[config.mk]
export PLATFORM = sky130hd
export DESIGN_NAME = adcctl_top
export DESIGN_NICKNAME = d
export VERILOG_FILES = /design/src/logic/adcctl_top.v /design/src/logic/adcctl_clkdiv.v /design/src/logic/adcctl_sar.v
export VERILOG_INCLUDE_DIRS = /design/src /design/src/logic
export SDC_FILE = /design/constraint.sdc
export NUM_CORES = 1
export LEC_CHECK = 0
export ABC_CLOCK_PERIOD_IN_PS = 1850
export CAP_MARGIN = 20
export CORE_MARGIN = 10
export CORE_UTILIZATION = 57
export CTS_CLUSTER_SIZE = 8
export DETAILED_ROUTE_END_ITERATION = 8
export DONT_BUFFER_PORTS = 1
export PLACE_DENSITY_LB_ADDON = 0.15
export SYNTH_ARGS = -nofsm -noshare
export SYNTH_HDL_FRONTEND = slang
export SYNTH_SLANG_ARGS = --single-unit
[constraint.sdc]
create_clock -name MCLK -period 1.85 [get_ports MCLK]
set_clock_uncertainty 0.05 [all_clocks]
set_input_delay 0.185 -clock MCLK [delete_from_list [all_inputs] [get_ports MCLK]]
set_output_delay 0.185 -clock MCLK [all_outputs]
set_load 0.03 [all_outputs]
[src/logic/adcctl_map.vh]
// Register map, field positions, reset values and counts of the ADC control block.
// Included by adcctl_top and adcctl_sar (adcctl_clkdiv does not include it); definitions only.
`ifndef ADCCTL_MAP_VH
`define ADCCTL_MAP_VH

// Byte offsets of the word-aligned registers on the AHB-Lite bus
`define ADCCTL_OFS_RES_LO   8'h00
`define ADCCTL_OFS_RES_HI   8'h04
`define ADCCTL_OFS_CTRL_A   8'h08
`define ADCCTL_OFS_CTRL_B   8'h0c
`define ADCCTL_OFS_PIN_EN   8'h10
`define ADCCTL_OFS_STATUS   8'h14

// converter_control_a fields
`define ADCCTL_A_START      7
`define ADCCTL_A_BUSY       6
`define ADCCTL_A_PDOWN      5
`define ADCCTL_A_ALIGN      4
`define ADCCTL_A_CHAN_HI    3

// converter_control_b fields
`define ADCCTL_B_BGSEL      7
`define ADCCTL_B_BGEN       6
`define ADCCTL_B_REFSEL     4
`define ADCCTL_B_DIV_HI     2
`define ADCCTL_B_WMASK      8'hd7

// status register field
`define ADCCTL_S_DONE       0

// Reset values
`define ADCCTL_RST_CTRL_A   8'h60
`define ADCCTL_RST_CTRL_B   8'h00
`define ADCCTL_RST_PIN_EN   8'hff

// Channel codes presented to the analog multiplexer
`define ADCCTL_CH_CSENSE    4'h8
`define ADCCTL_CH_BANDGAP   4'h9

// Converter clock periods spent sampling before the first bit trial
`define ADCCTL_SAMPLE_TICKS 4'h2

`endif

[src/logic/adcctl_top.v]
// ADC control and result registers behind an AHB-Lite slave port.
// Assumes a SAR analog core with trial-code input and comparator output,
// a port block that applies the pin enables and pull-ups, and LOW_VOLTAGE_RESET/LOW_VOLTAGE_DETECT
// enables from the supervisor on the same clock.
// Port requests and supervisor enables are synchronous to MCLK; only the
// comparator crosses from outside and is synchronised here.
`timescale 1ns/1ns
`include "adcctl_map.vh"
module adcctl_top (
  // Clock and reset
  input  wire        MCLK,
  input  wire        RST_N,
  // AHB-Lite slave
  input  wire        HSEL,
  input  wire [31:0] HADDR,
  input  wire [1:0]  HTRANS,
  input  wire        HWRITE,
  input  wire [2:0]  HSIZE,
  input  wire [31:0] HWDATA,
  input  wire        HREADY,
  output reg  [31:0] HRDATA,
  output wire        HREADYOUT,
  output wire        HRESP,
  // Analog core
  input  wire        ADC_COMP_IN,
  output wire [11:0] ADC_DAC_CODE,
  output wire        ADC_SAMPLE,
  output reg         ADC_CORE_RESET,
  output wire        ADC_POWER_DOWN,
  output reg  [3:0]  ADC_CH_SEL,
  output wire        REF_EXT_SEL,
  // Bandgap and supervisors
  input  wire        LVR_EN,
  input  wire        LVD_EN,
  output reg         BANDGAP_ON,
  // Port pins
  input  wire [7:0]  PULLUP_REQ,
  output wire [7:0]  PIN_ANALOG_EN,
  output reg  [7:0]  PULLUP_EN,
  // End of conversion request flag
  output wire        CONV_DONE_FLAG
);

  // Register state
  reg        start_reg;
  reg        busy_reg;
  reg        pdown_reg;
  reg        align_reg;
  reg [3:0]  chan_reg;
  reg        bgsel_reg;
  reg        bgen_reg;
  reg        refsel_reg;
  reg [2:0]  div_reg;
  reg [7:0]  pin_en_reg;
  reg        done_flag_reg;

  // Bus state
  reg        wr_pend_reg;
  reg        rd_pend_reg;
  reg [7:0]  addr_reg;
  reg [31:0] rd_next;

  // Comparator synchroniser
  reg        comp_s1_reg;
  reg        comp_s2_reg;
  reg        comp_s3_reg;
  reg        comp_reg;

  // Sequencer handshake
  // conv_go_reg is a one-cycle pulse on the start bit's falling write while pdown_reg is clear
  reg        conv_go_reg;
  wire       tick;
  wire       conv_done;
  wire [11:0] result;
  wire       comp_hi;

  wire       addr_take;
  wire       wr_a;
  wire       wr_st;
  wire [7:0] wbyte;
  wire       start_rise;
  wire       start_fall;
  wire       bg_in_use;

  // Formats one result byte for the chosen alignment
  // Alignment is applied on read, so changing it reformats the stored result
  function [7:0] fmt_byte;
    input [11:0] res;
    input        right;
    input        high;
    begin
      case ({right, high})
        2'b00:   fmt_byte = {res[3:0], 4'h0};
        2'b01:   fmt_byte = res[11:4];
        2'b10:   fmt_byte = res[7:0];
        2'b11:   fmt_byte = {4'h0, res[11:8]};
        default: fmt_byte = 8'h00;
      endcase
    end
  endfunction

  // Writes are zero-wait; a read waits one cycle so that a write just
  // before it is already visible, at the cost of one bus cycle.
  assign HREADYOUT = !rd_pend_reg;
  assign HRESP     = 1'b0;
  assign addr_take = HSEL && HREADY && HTRANS[1];
  assign wbyte     = HWDATA[7:0];
  assign wr_a      = wr_pend_reg && addr_reg == `ADCCTL_OFS_CTRL_A;
  assign wr_st     = wr_pend_reg && addr_reg == `ADCCTL_OFS_STATUS;
  assign start_rise = wr_a && wbyte[`ADCCTL_A_START] && !start_reg;
  assign start_fall = wr_a && !wbyte[`ADCCTL_A_START] && start_reg;

  always @(posedge MCLK or negedge RST_N) begin
    if (!RST_N) begin
      wr_pend_reg <= 1'b0;
      rd_pend_reg <= 1'b0;
      addr_reg    <= 8'h00;
    end else begin
      wr_pend_reg <= addr_take && HWRITE;
      rd_pend_reg <= addr_take && !HWRITE;
      if (addr_take) begin
        // Byte lanes and HSIZE are ignored; each register is the low byte of its word
        addr_reg <= {HADDR[7:2], 2'b00};
      end
    end
  end

  // Unmapped offsets read as zero
  // Upper read data bits are always zero; only bits 7:0 carry a register
  always @* begin
    rd_next = 32'h0000_0000;
    if (HADDR[31:8] == 24'h00_0000 || 1'b1) begin
      case (addr_reg)
        `ADCCTL_OFS_RES_LO: rd_next[7:0] = fmt_byte(result_hold(1'b0), align_reg, 1'b0);
        `ADCCTL_OFS_RES_HI: rd_next[7:0] = fmt_byte(result_hold(1'b0), align_reg, 1'b1);
        `ADCCTL_OFS_CTRL_A: rd_next[7:0] = {start_reg, busy_reg, pdown_reg, align_reg, chan_reg};
        `ADCCTL_OFS_CTRL_B: rd_next[7:0] = {bgsel_reg, bgen_reg, 1'b0, refsel_reg, 1'b0, div_reg};
        `ADCCTL_OFS_PIN_EN: rd_next[7:0] = pin_en_reg;
        `ADCCTL_OFS_STATUS: rd_next[`ADCCTL_S_DONE] = done_flag_reg;
        default:            rd_next = 32'h0000_0000;
      endcase
    end
  end

  // Identity of the stored result; kept as a function for the two byte views
  function [11:0] result_hold;
    input dummy;
    begin
      result_hold = result;
    end
  endfunction

  // Read data stays until the next read's data phase replaces it
  always @(posedge MCLK or negedge RST_N) begin
    if (!RST_N) begin
      HRDATA <= 32'h0000_0000;
    end else if (rd_pend_reg) begin
      HRDATA <= rd_next;
    end
  end

  // Control registers
  // The busy bit and the result offsets take no writes; start, power-down,
  // alignment and channel share one write so a start carries its settings.
  always @(posedge MCLK or negedge RST_N) begin
    if (!RST_N) begin
      start_reg  <= 1'b0;
      pdown_reg  <= 1'b1;
      align_reg  <= 1'b0;
      chan_reg   <= 4'h0;
      bgsel_reg  <= 1'b0;
      bgen_reg   <= 1'b0;
      refsel_reg <= 1'b0;
      div_reg    <= 3'h0;
      pin_en_reg <= `ADCCTL_RST_PIN_EN;
    end else if (wr_pend_reg) begin
      case (addr_reg)
        `ADCCTL_OFS_CTRL_A: begin
          start_reg <= wbyte[`ADCCTL_A_START];
          pdown_reg <= wbyte[`ADCCTL_A_PDOWN];
          align_reg <= wbyte[`ADCCTL_A_ALIGN];
          chan_reg  <= wbyte[`ADCCTL_A_CHAN_HI:0];
        end
        `ADCCTL_OFS_CTRL_B: begin
          bgsel_reg  <= wbyte[`ADCCTL_B_BGSEL];
          bgen_reg   <= wbyte[`ADCCTL_B_BGEN];
          refsel_reg <= wbyte[`ADCCTL_B_REFSEL];
          div_reg    <= wbyte[`ADCCTL_B_DIV_HI:0];
        end
        `ADCCTL_OFS_PIN_EN: pin_en_reg <= wbyte;
        default: pin_en_reg <= pin_en_reg;
      endcase
    end
  end

  // Busy flag and start sequencing
  // Only a completed conversion clears busy: an abort by power-down or by
  // a new start leaves it high, so a poll never mistakes an abort for a result.
  always @(posedge MCLK or negedge RST_N) begin
    if (!RST_N) begin
      busy_reg       <= 1'b1;
      conv_go_reg    <= 1'b0;
      ADC_CORE_RESET <= 1'b0;
    end else begin
      conv_go_reg <= start_fall && !pdown_reg;
      ADC_CORE_RESET <= wr_a ? wbyte[`ADCCTL_A_START] : start_reg;
      if (start_rise) begin
        busy_reg <= 1'b1;
      end else if (conv_done) begin
        busy_reg <= 1'b0;
      end
    end
  end

  // A clear written in the cycle a conversion ends loses, so no end is missed
  // sticky end flag, set wins over clear
  always @(posedge MCLK or negedge RST_N) begin
    if (!RST_N) begin
      done_flag_reg <= 1'b0;
    end else if (conv_done) begin
      done_flag_reg <= 1'b1;
    end else if (wr_st && wbyte[`ADCCTL_S_DONE]) begin
      done_flag_reg <= 1'b0;
    end
  end
  assign CONV_DONE_FLAG = done_flag_reg;

  // Comparator crosses from the analog core; changes count once stages 2 and 3 agree
  always @(posedge MCLK or negedge RST_N) begin
    if (!RST_N) begin
      comp_s1_reg <= 1'b0;
      comp_s2_reg <= 1'b0;
      comp_s3_reg <= 1'b0;
      comp_reg    <= 1'b0;
    end else begin
      comp_s1_reg <= ADC_COMP_IN;
      comp_s2_reg <= comp_s1_reg;
      comp_s3_reg <= comp_s2_reg;
      if (comp_s2_reg == comp_s3_reg) begin
        comp_reg <= comp_s3_reg;
      end
    end
  end

  // Use the agreed level as soon as stages 2 and 3 match; comp_reg only
  // bridges a cycle in which they differ. This saves a cycle of latency, so
  // a converter clock of four system clocks still sees each trial's answer.
  assign comp_hi = (comp_s2_reg == comp_s3_reg) ? comp_s3_reg : comp_reg;

  // Code 8 is the current-sense amplifier and code 9 the bandgap;
  // in use means enabled and powered, the select bit is not required
  // pin and current sense routing
  always @(posedge MCLK or negedge RST_N) begin
    if (!RST_N) begin
      ADC_CH_SEL <= 4'h0;
      BANDGAP_ON <= 1'b0;
      PULLUP_EN  <= 8'h00;
    end else begin
      if (bgsel_reg) begin
        ADC_CH_SEL <= `ADCCTL_CH_BANDGAP;
      end else if (chan_reg[3]) begin
        ADC_CH_SEL <= `ADCCTL_CH_CSENSE;
      end else begin
        ADC_CH_SEL <= {1'b0, chan_reg[2:0]};
      end
      // Supervisors keep the bandgap up even while the converter is off
      BANDGAP_ON <= bg_in_use || LVR_EN || LVD_EN;
      PULLUP_EN  <= PULLUP_REQ & ~pin_en_reg;
    end
  end
  assign bg_in_use = bgen_reg && !pdown_reg;

  assign PIN_ANALOG_EN = pin_en_reg;
  assign ADC_POWER_DOWN = pdown_reg;
  assign REF_EXT_SEL = refsel_reg;

  // Restarting with each go makes the first converter clock a whole period
  adcctl_clkdiv u_clkdiv (
    .clk      (MCLK),
    .rst_n    (RST_N),
    .restart  (conv_go_reg),
    .div_code (div_reg),
    .tick     (tick)
  );

  // A held start bit or power-down keeps the sequencer idle and aborts a run
  // high then low starts
  adcctl_sar #(
    .WIDTH (12)
  ) u_sar (
    .clk        (MCLK),
    .rst_n      (RST_N),
    .conv_reset (ADC_CORE_RESET || pdown_reg),
    .conv_go    (conv_go_reg),
    .tick       (tick),
    .comp_hi    (comp_hi),
    .sampling   (ADC_SAMPLE),
    .trial_code (ADC_DAC_CODE),
    .result     (result),
    .done       (conv_done)
  );

endmodule

[src/logic/adcctl_clkdiv.v]
// Converter clock divider: one-cycle tick every 2**code system clocks.
// Assumes the code is stable during a conversion; restart realigns the phase.
`timescale 1ns/1ns
module adcctl_clkdiv (
  // Clock and reset
  input  wire       clk,
  input  wire       rst_n,
  // Control
  input  wire       restart,
  input  wire [2:0] div_code,
  // Converter clock enable
  output reg        tick
);

  reg  [6:0] cnt_reg;
  reg  [6:0] cnt_next;
  wire [6:0] last;

  // Code 111 has no defined ratio; it runs at /128 rather than stalling
  assign last = (7'h01 << div_code) - 7'h01;

  always @* begin
    if (restart || cnt_reg >= last) begin
      cnt_next = 7'h00;
    end else begin
      cnt_next = cnt_reg + 7'h01;
    end
  end

  always @(posedge clk or negedge rst_n) begin
    if (!rst_n) begin
      cnt_reg <= 7'h00;
      tick    <= 1'b0;
    end else begin
      cnt_reg <= cnt_next;
      tick    <= !restart && cnt_reg >= last;
    end
  end

endmodule

[src/logic/adcctl_sar.v]
// Successive-approximation sequencer: sample phase, then twelve bit trials.
// Assumes the analog core compares the held input against the trial code.
`timescale 1ns/1ns
`include "adcctl_map.vh"
module adcctl_sar #(
  parameter WIDTH = 12
) (
  // Clock and reset
  input  wire             clk,
  input  wire             rst_n,
  // Sequencing
  input  wire             conv_reset,
  input  wire             conv_go,
  input  wire             tick,
  input  wire             comp_hi,
  // Analog core side
  output reg              sampling,
  output reg  [WIDTH-1:0] trial_code,
  // Result
  output reg  [WIDTH-1:0] result,
  output reg              done
);

  localparam ST_IDLE   = 2'd0;
  localparam ST_SAMPLE = 2'd1;
  localparam ST_TRIAL  = 2'd2;

  reg [1:0]       state_reg;
  reg [3:0]       cnt_reg;
  reg [WIDTH-1:0] bit_reg;

  always @(posedge clk or negedge rst_n) begin
    if (!rst_n) begin
      state_reg  <= ST_IDLE;
      cnt_reg    <= 4'h0;
      bit_reg    <= {WIDTH{1'b0}};
      sampling   <= 1'b0;
      trial_code <= {WIDTH{1'b0}};
      result     <= {WIDTH{1'b0}};
      done       <= 1'b0;
    end else begin
      done <= 1'b0;
      if (conv_reset) begin
        state_reg  <= ST_IDLE;
        sampling   <= 1'b0;
        trial_code <= {WIDTH{1'b0}};
      end else begin
        case (state_reg)
          ST_IDLE: begin
            if (conv_go) begin
              state_reg <= ST_SAMPLE;
              sampling  <= 1'b1;
              cnt_reg   <= 4'h0;
            end
          end
          ST_SAMPLE: begin
            if (tick) begin
              if (cnt_reg == `ADCCTL_SAMPLE_TICKS - 4'h1) begin
                state_reg  <= ST_TRIAL;
                sampling   <= 1'b0;
                bit_reg    <= {1'b1, {(WIDTH-1){1'b0}}};
                trial_code <= {1'b1, {(WIDTH-1){1'b0}}};
              end else begin
                cnt_reg <= cnt_reg + 4'h1;
              end
            end
          end
          ST_TRIAL: begin
            if (tick) begin
              // Drop the trial bit when the input lies below the trial level
              if (bit_reg[0]) begin
                result    <= comp_hi ? trial_code : (trial_code & ~bit_reg);
                done      <= 1'b1;
                state_reg <= ST_IDLE;
              end else begin
                trial_code <= (comp_hi ? trial_code : (trial_code & ~bit_reg)) | (bit_reg >> 1);
              end
              bit_reg <= bit_reg >> 1;
            end
          end
          default: begin
            state_reg <= ST_IDLE;
          end
        endcase
      end
    end
  end

endmodule

==> results.json <==
{
  "syn_avg_cell_area_um2": 10.2,
  "grt_start_max_net_pins": 111,
  "cellPowerDensity_mw_per_mm2": 822,
  "core_mm2": 0.00915,
  "seq_power_share_pct": 55.3,
  "numCtsBuffers": 9,
  "p_comb_share_pct": 18.3,
  "final_hold_viol_count": 110,
  "grt_overflow": 0,
  "dp_hpwl_um": 8460,
  "crit_slowest_cell": "dfrtp_1",
  "timing.rr.start": "div_reg[2]",
  "tritoncts": "done",
  "crit_path_end_kind": "flop",
  "ir_worst_vdd_v": 0.000359,
  "crit_path_max_incr_delay_ps": 450,
  "synthesis.area_mm2": 0.00529,
  "slew_headroom_pct": 47.4,
  "leakage_nw": 2.89,
  "maxCapViolCount": 0,
  "crit_arrival_ps": 2190,
  "timing.rr.end": "u_clkdiv.cnt_reg[6]",
  "die_w_um": 116,
  "switchingPower_mw": 1.69,
  "cts_max_path_buffers": 2,
  "io_pins": 157,
  "p_clk_share_pct": 26.4,
  "layout_commonest_cell": "dfrtp_1",
  "yosys_warnings": 0,
  "layout-area-overhead-vs-synth_pct": 23.0,
  "dr.pass1.iters": 4,
  "synth_enable_flop_cells": 0,
  "setup_viol": 30,
  "ctsHoldBuffers": 26,
  "yosysSeqAreaShare_pct": 52.3,
  "netlist_instances": 516,
  "antenna_left": 0,
  "ys_types": 53,
  "nets": 680,
  "htreeDepth": 3,
  "grt_pass1_vias": 3844,
  "internal_power_mw": 3.65,
  "ys_seq_elements": 110,
  "startpoint_type": "flop",
  "drv_slew": 0,
  "violations": "hold timing, setup timing",
  "antenna_found_initial": 0,
  "viasPerCell": 5.65,
  "initial_core_util_pct": 57.8,
  "setup_tns_ps": -1690,
  "worst_slack_ps": -113,
  "die_y_um": 116,
  "layout_common_cells": "dfrtp_1 (97), nand2_1 (44), inv_1 (41)",
  "clockRootBuffer": "clkbuf_8",
  "grt_pass1_wl_um": 19500,
  "rr_worst_depth": 7,
  "finish.utilization_pct": 71.0,
  "tightest_slew_ps": 787,
  "fin_crit_ps": 1960,
  "dr_total_vias": 3932,
  "row_count": 35,
  "clock_sinks": 110,
  "synth-main-ff-cell": "dfrtp_1",
  "port_buffers": 0,
  "regToRegSetupSlack_ps": -110,
  "ys_async_sr_fraction_pct": 100,
  "place.gp.congestion": 0.851,
  "cp_data_required_time_ps": 2070,
  "worstHoldPathType": "input pin to asynchronous set/reset pin",
  "grtUsageTotal_pct": 18.0,
  "diodes": 0,
  "critical_path.top_delay_family": "simple AND/OR/NAND/NOR gates",
  "worstPathCellList": "or3_4, ha_4, nand2b_4, a31oi_4, o21ai_4, buf_4, nor3_2",
  "wl_per_cell_um": 18.4,
  "drtIter0Drc": 304,
  "crit_type": "flop to flop",
  "fmax_mhz": 509,
  "path_buf_inv": 1,
  "worst_hold_slack_ps": -565,
  "sw_frac_of_total_pct": 31.7,
  "clkLatencyLatePin_ps": 380,
  "fin_crit_sh_pct": 106,
  "rsz0062_at_grt": "true",
  "status": "finished with violations",
  "routed_wirelength_um": 12800,
  "drive_gt1_share_pct": 28.2,
  "path_max_fanout": 8,
  "dieArea_mm2": 0.0135,
  "drc": 0,
  "clk_pin_slew_ps": 110
}
## synth_stat cells (2+ instances only)
| cell type | instances | area (um2) |
|---|---|---|
| a31o_2 | 2 | 17.5 |
| o21ai_0 | 46 | 230 |
| nand4_1 | 5 | 31.3 |
| xor2_1 | 2 | 17.5 |
| nand3_1 | 21 | 105 |
| buf_4 | 25 | 188 |
| o211ai_1 | 3 | 22.5 |
| mux2i_1 | 9 | 90.1 |
| xnor2_1 | 3 | 26.3 |
| dfrtp_1 | 100 | 2500 |
| clkbuf_1 | 21 | 78.8 |
| a21o_1 | 9 | 67.6 |
| a22oi_1 | 2 | 15.0 |
| ha_1 | 15 | 188 |
| a211oi_1 | 2 | 15.0 |
| nor3_1 | 9 | 45.0 |
| a221oi_1 | 4 | 35.0 |
| nand2_1 | 56 | 210 |
| inv_1 | 43 | 161 |
| nor4_1 | 2 | 12.5 |
| o221ai_1 | 12 | 105 |
| o31ai_1 | 4 | 30.0 |
| dfstp_2 | 10 | 263 |
| a31oi_1 | 5 | 31.3 |
| and3_1 | 5 | 31.3 |
| mux2_2 | 26 | 293 |
| nand2b_1 | 3 | 18.8 |
| nor2b_1 | 13 | 81.3 |
| a211o_1 | 2 | 17.5 |
| nor2_1 | 25 | 93.8 |
| a21oi_1 | 9 | 45.0 |
| nor3b_1 | 2 | 15.0 |
## cell families after synthesis
| family | synth area share (%) |
|---|---|
| buffers and inverters | 8.31 |
| AND/OR/NAND/NOR | 14.5 |
| XOR/XNOR | 0.829 |
| flip-flops | 52.3 |
| multiplexers | 7.24 |
| other | 0.0709 |
| AO/OA/AOI/OAI | 13.0 |
| adder cells (fa/ha/maj) | 3.74 |
## power by group through the flow
stage	logic (mW)	clock network [mW]	registers (mW)
6_report	0.978	1.41	2.95
5_1_grt	1.07	1.56	2.98
4_1_cts	0.784	1.45	2.95
3_5_place_dp	0.710	0	2.99
3_3_place_gp	0.689	0	2.99
2_1_floorplan	0.600	0	2.93
## how the worst max path moves through the flow
stage,start,endpoint,slack [ps],depth (start not counted)
2_1_floorplan,addr_reg[5],PIN_ANALOG_EN[0],-70,3
3_3_place_gp,div_reg[1],u_clkdiv.cnt_reg[1],-50,6
3_5_place_dp,div_reg[1],u_clkdiv.cnt_reg[5],-110,6
4_1_cts,div_reg[1],u_clkdiv.cnt_reg[5],-130,6
5_1_grt,div_reg[2],u_clkdiv.cnt_reg[6],-170,7
6_report,div_reg[2],u_clkdiv.cnt_reg[6],-110,7
## cell type report
cell class / count / area, um2
Sequential cell: 110 / 2770
Fill cell: 637 / 2650
Multi-Input combinational cell: 340 / 2550
Timing Repair Buffer: 76 / 698
Inverter: 43 / 161
Tap cell: 111 / 139
Clock buffer: 10 / 138
Clock inverter: 6 / 48.8
## per-stage QoR
stage                     setup WS, ps  std cells  power [mW]  instance area (um2)
after floorplan                  -73.7        540        3.53                 5420
after global placement           -47.6        643        3.67                 5550
after detailed placement          -106        643        3.70                 5550
after CTS                         -125        687        5.18                 6120
after global routing              -170        696        5.62                 6500
final                             -113        696        5.34                 6500
## layer usage
metal,wire [um],vias to the layer above,global-route usage [%],share of wire [%]
met1,5270,1932,22.9,41
met2,6390,118,28.8,50
met5,0,-,0,0
met3,1010,16,5.24,7.9
li1,-,1866,-,-
met4,163,0,6.01,1.3
## worst reg2reg max path: stages, from the launching register on
cell and delay, ps:
dfrtp_1 450, or3_4 420, ha_4 260, nand2b_4 120, a31oi_4 80, o21ai_4 270
buf_4 170, nor3_2 40
## what timing repair did
action | in CTS | in global routing
resized for setup | 23 | 66
endpoints found under the setup margin | 47 | 44
pin swaps | 10 | 22
endpoints found under the hold margin | 153 | 110
cloned | 1 | 2
buffers inserted | 2 | 8
(Power assumes the default switching activity.)
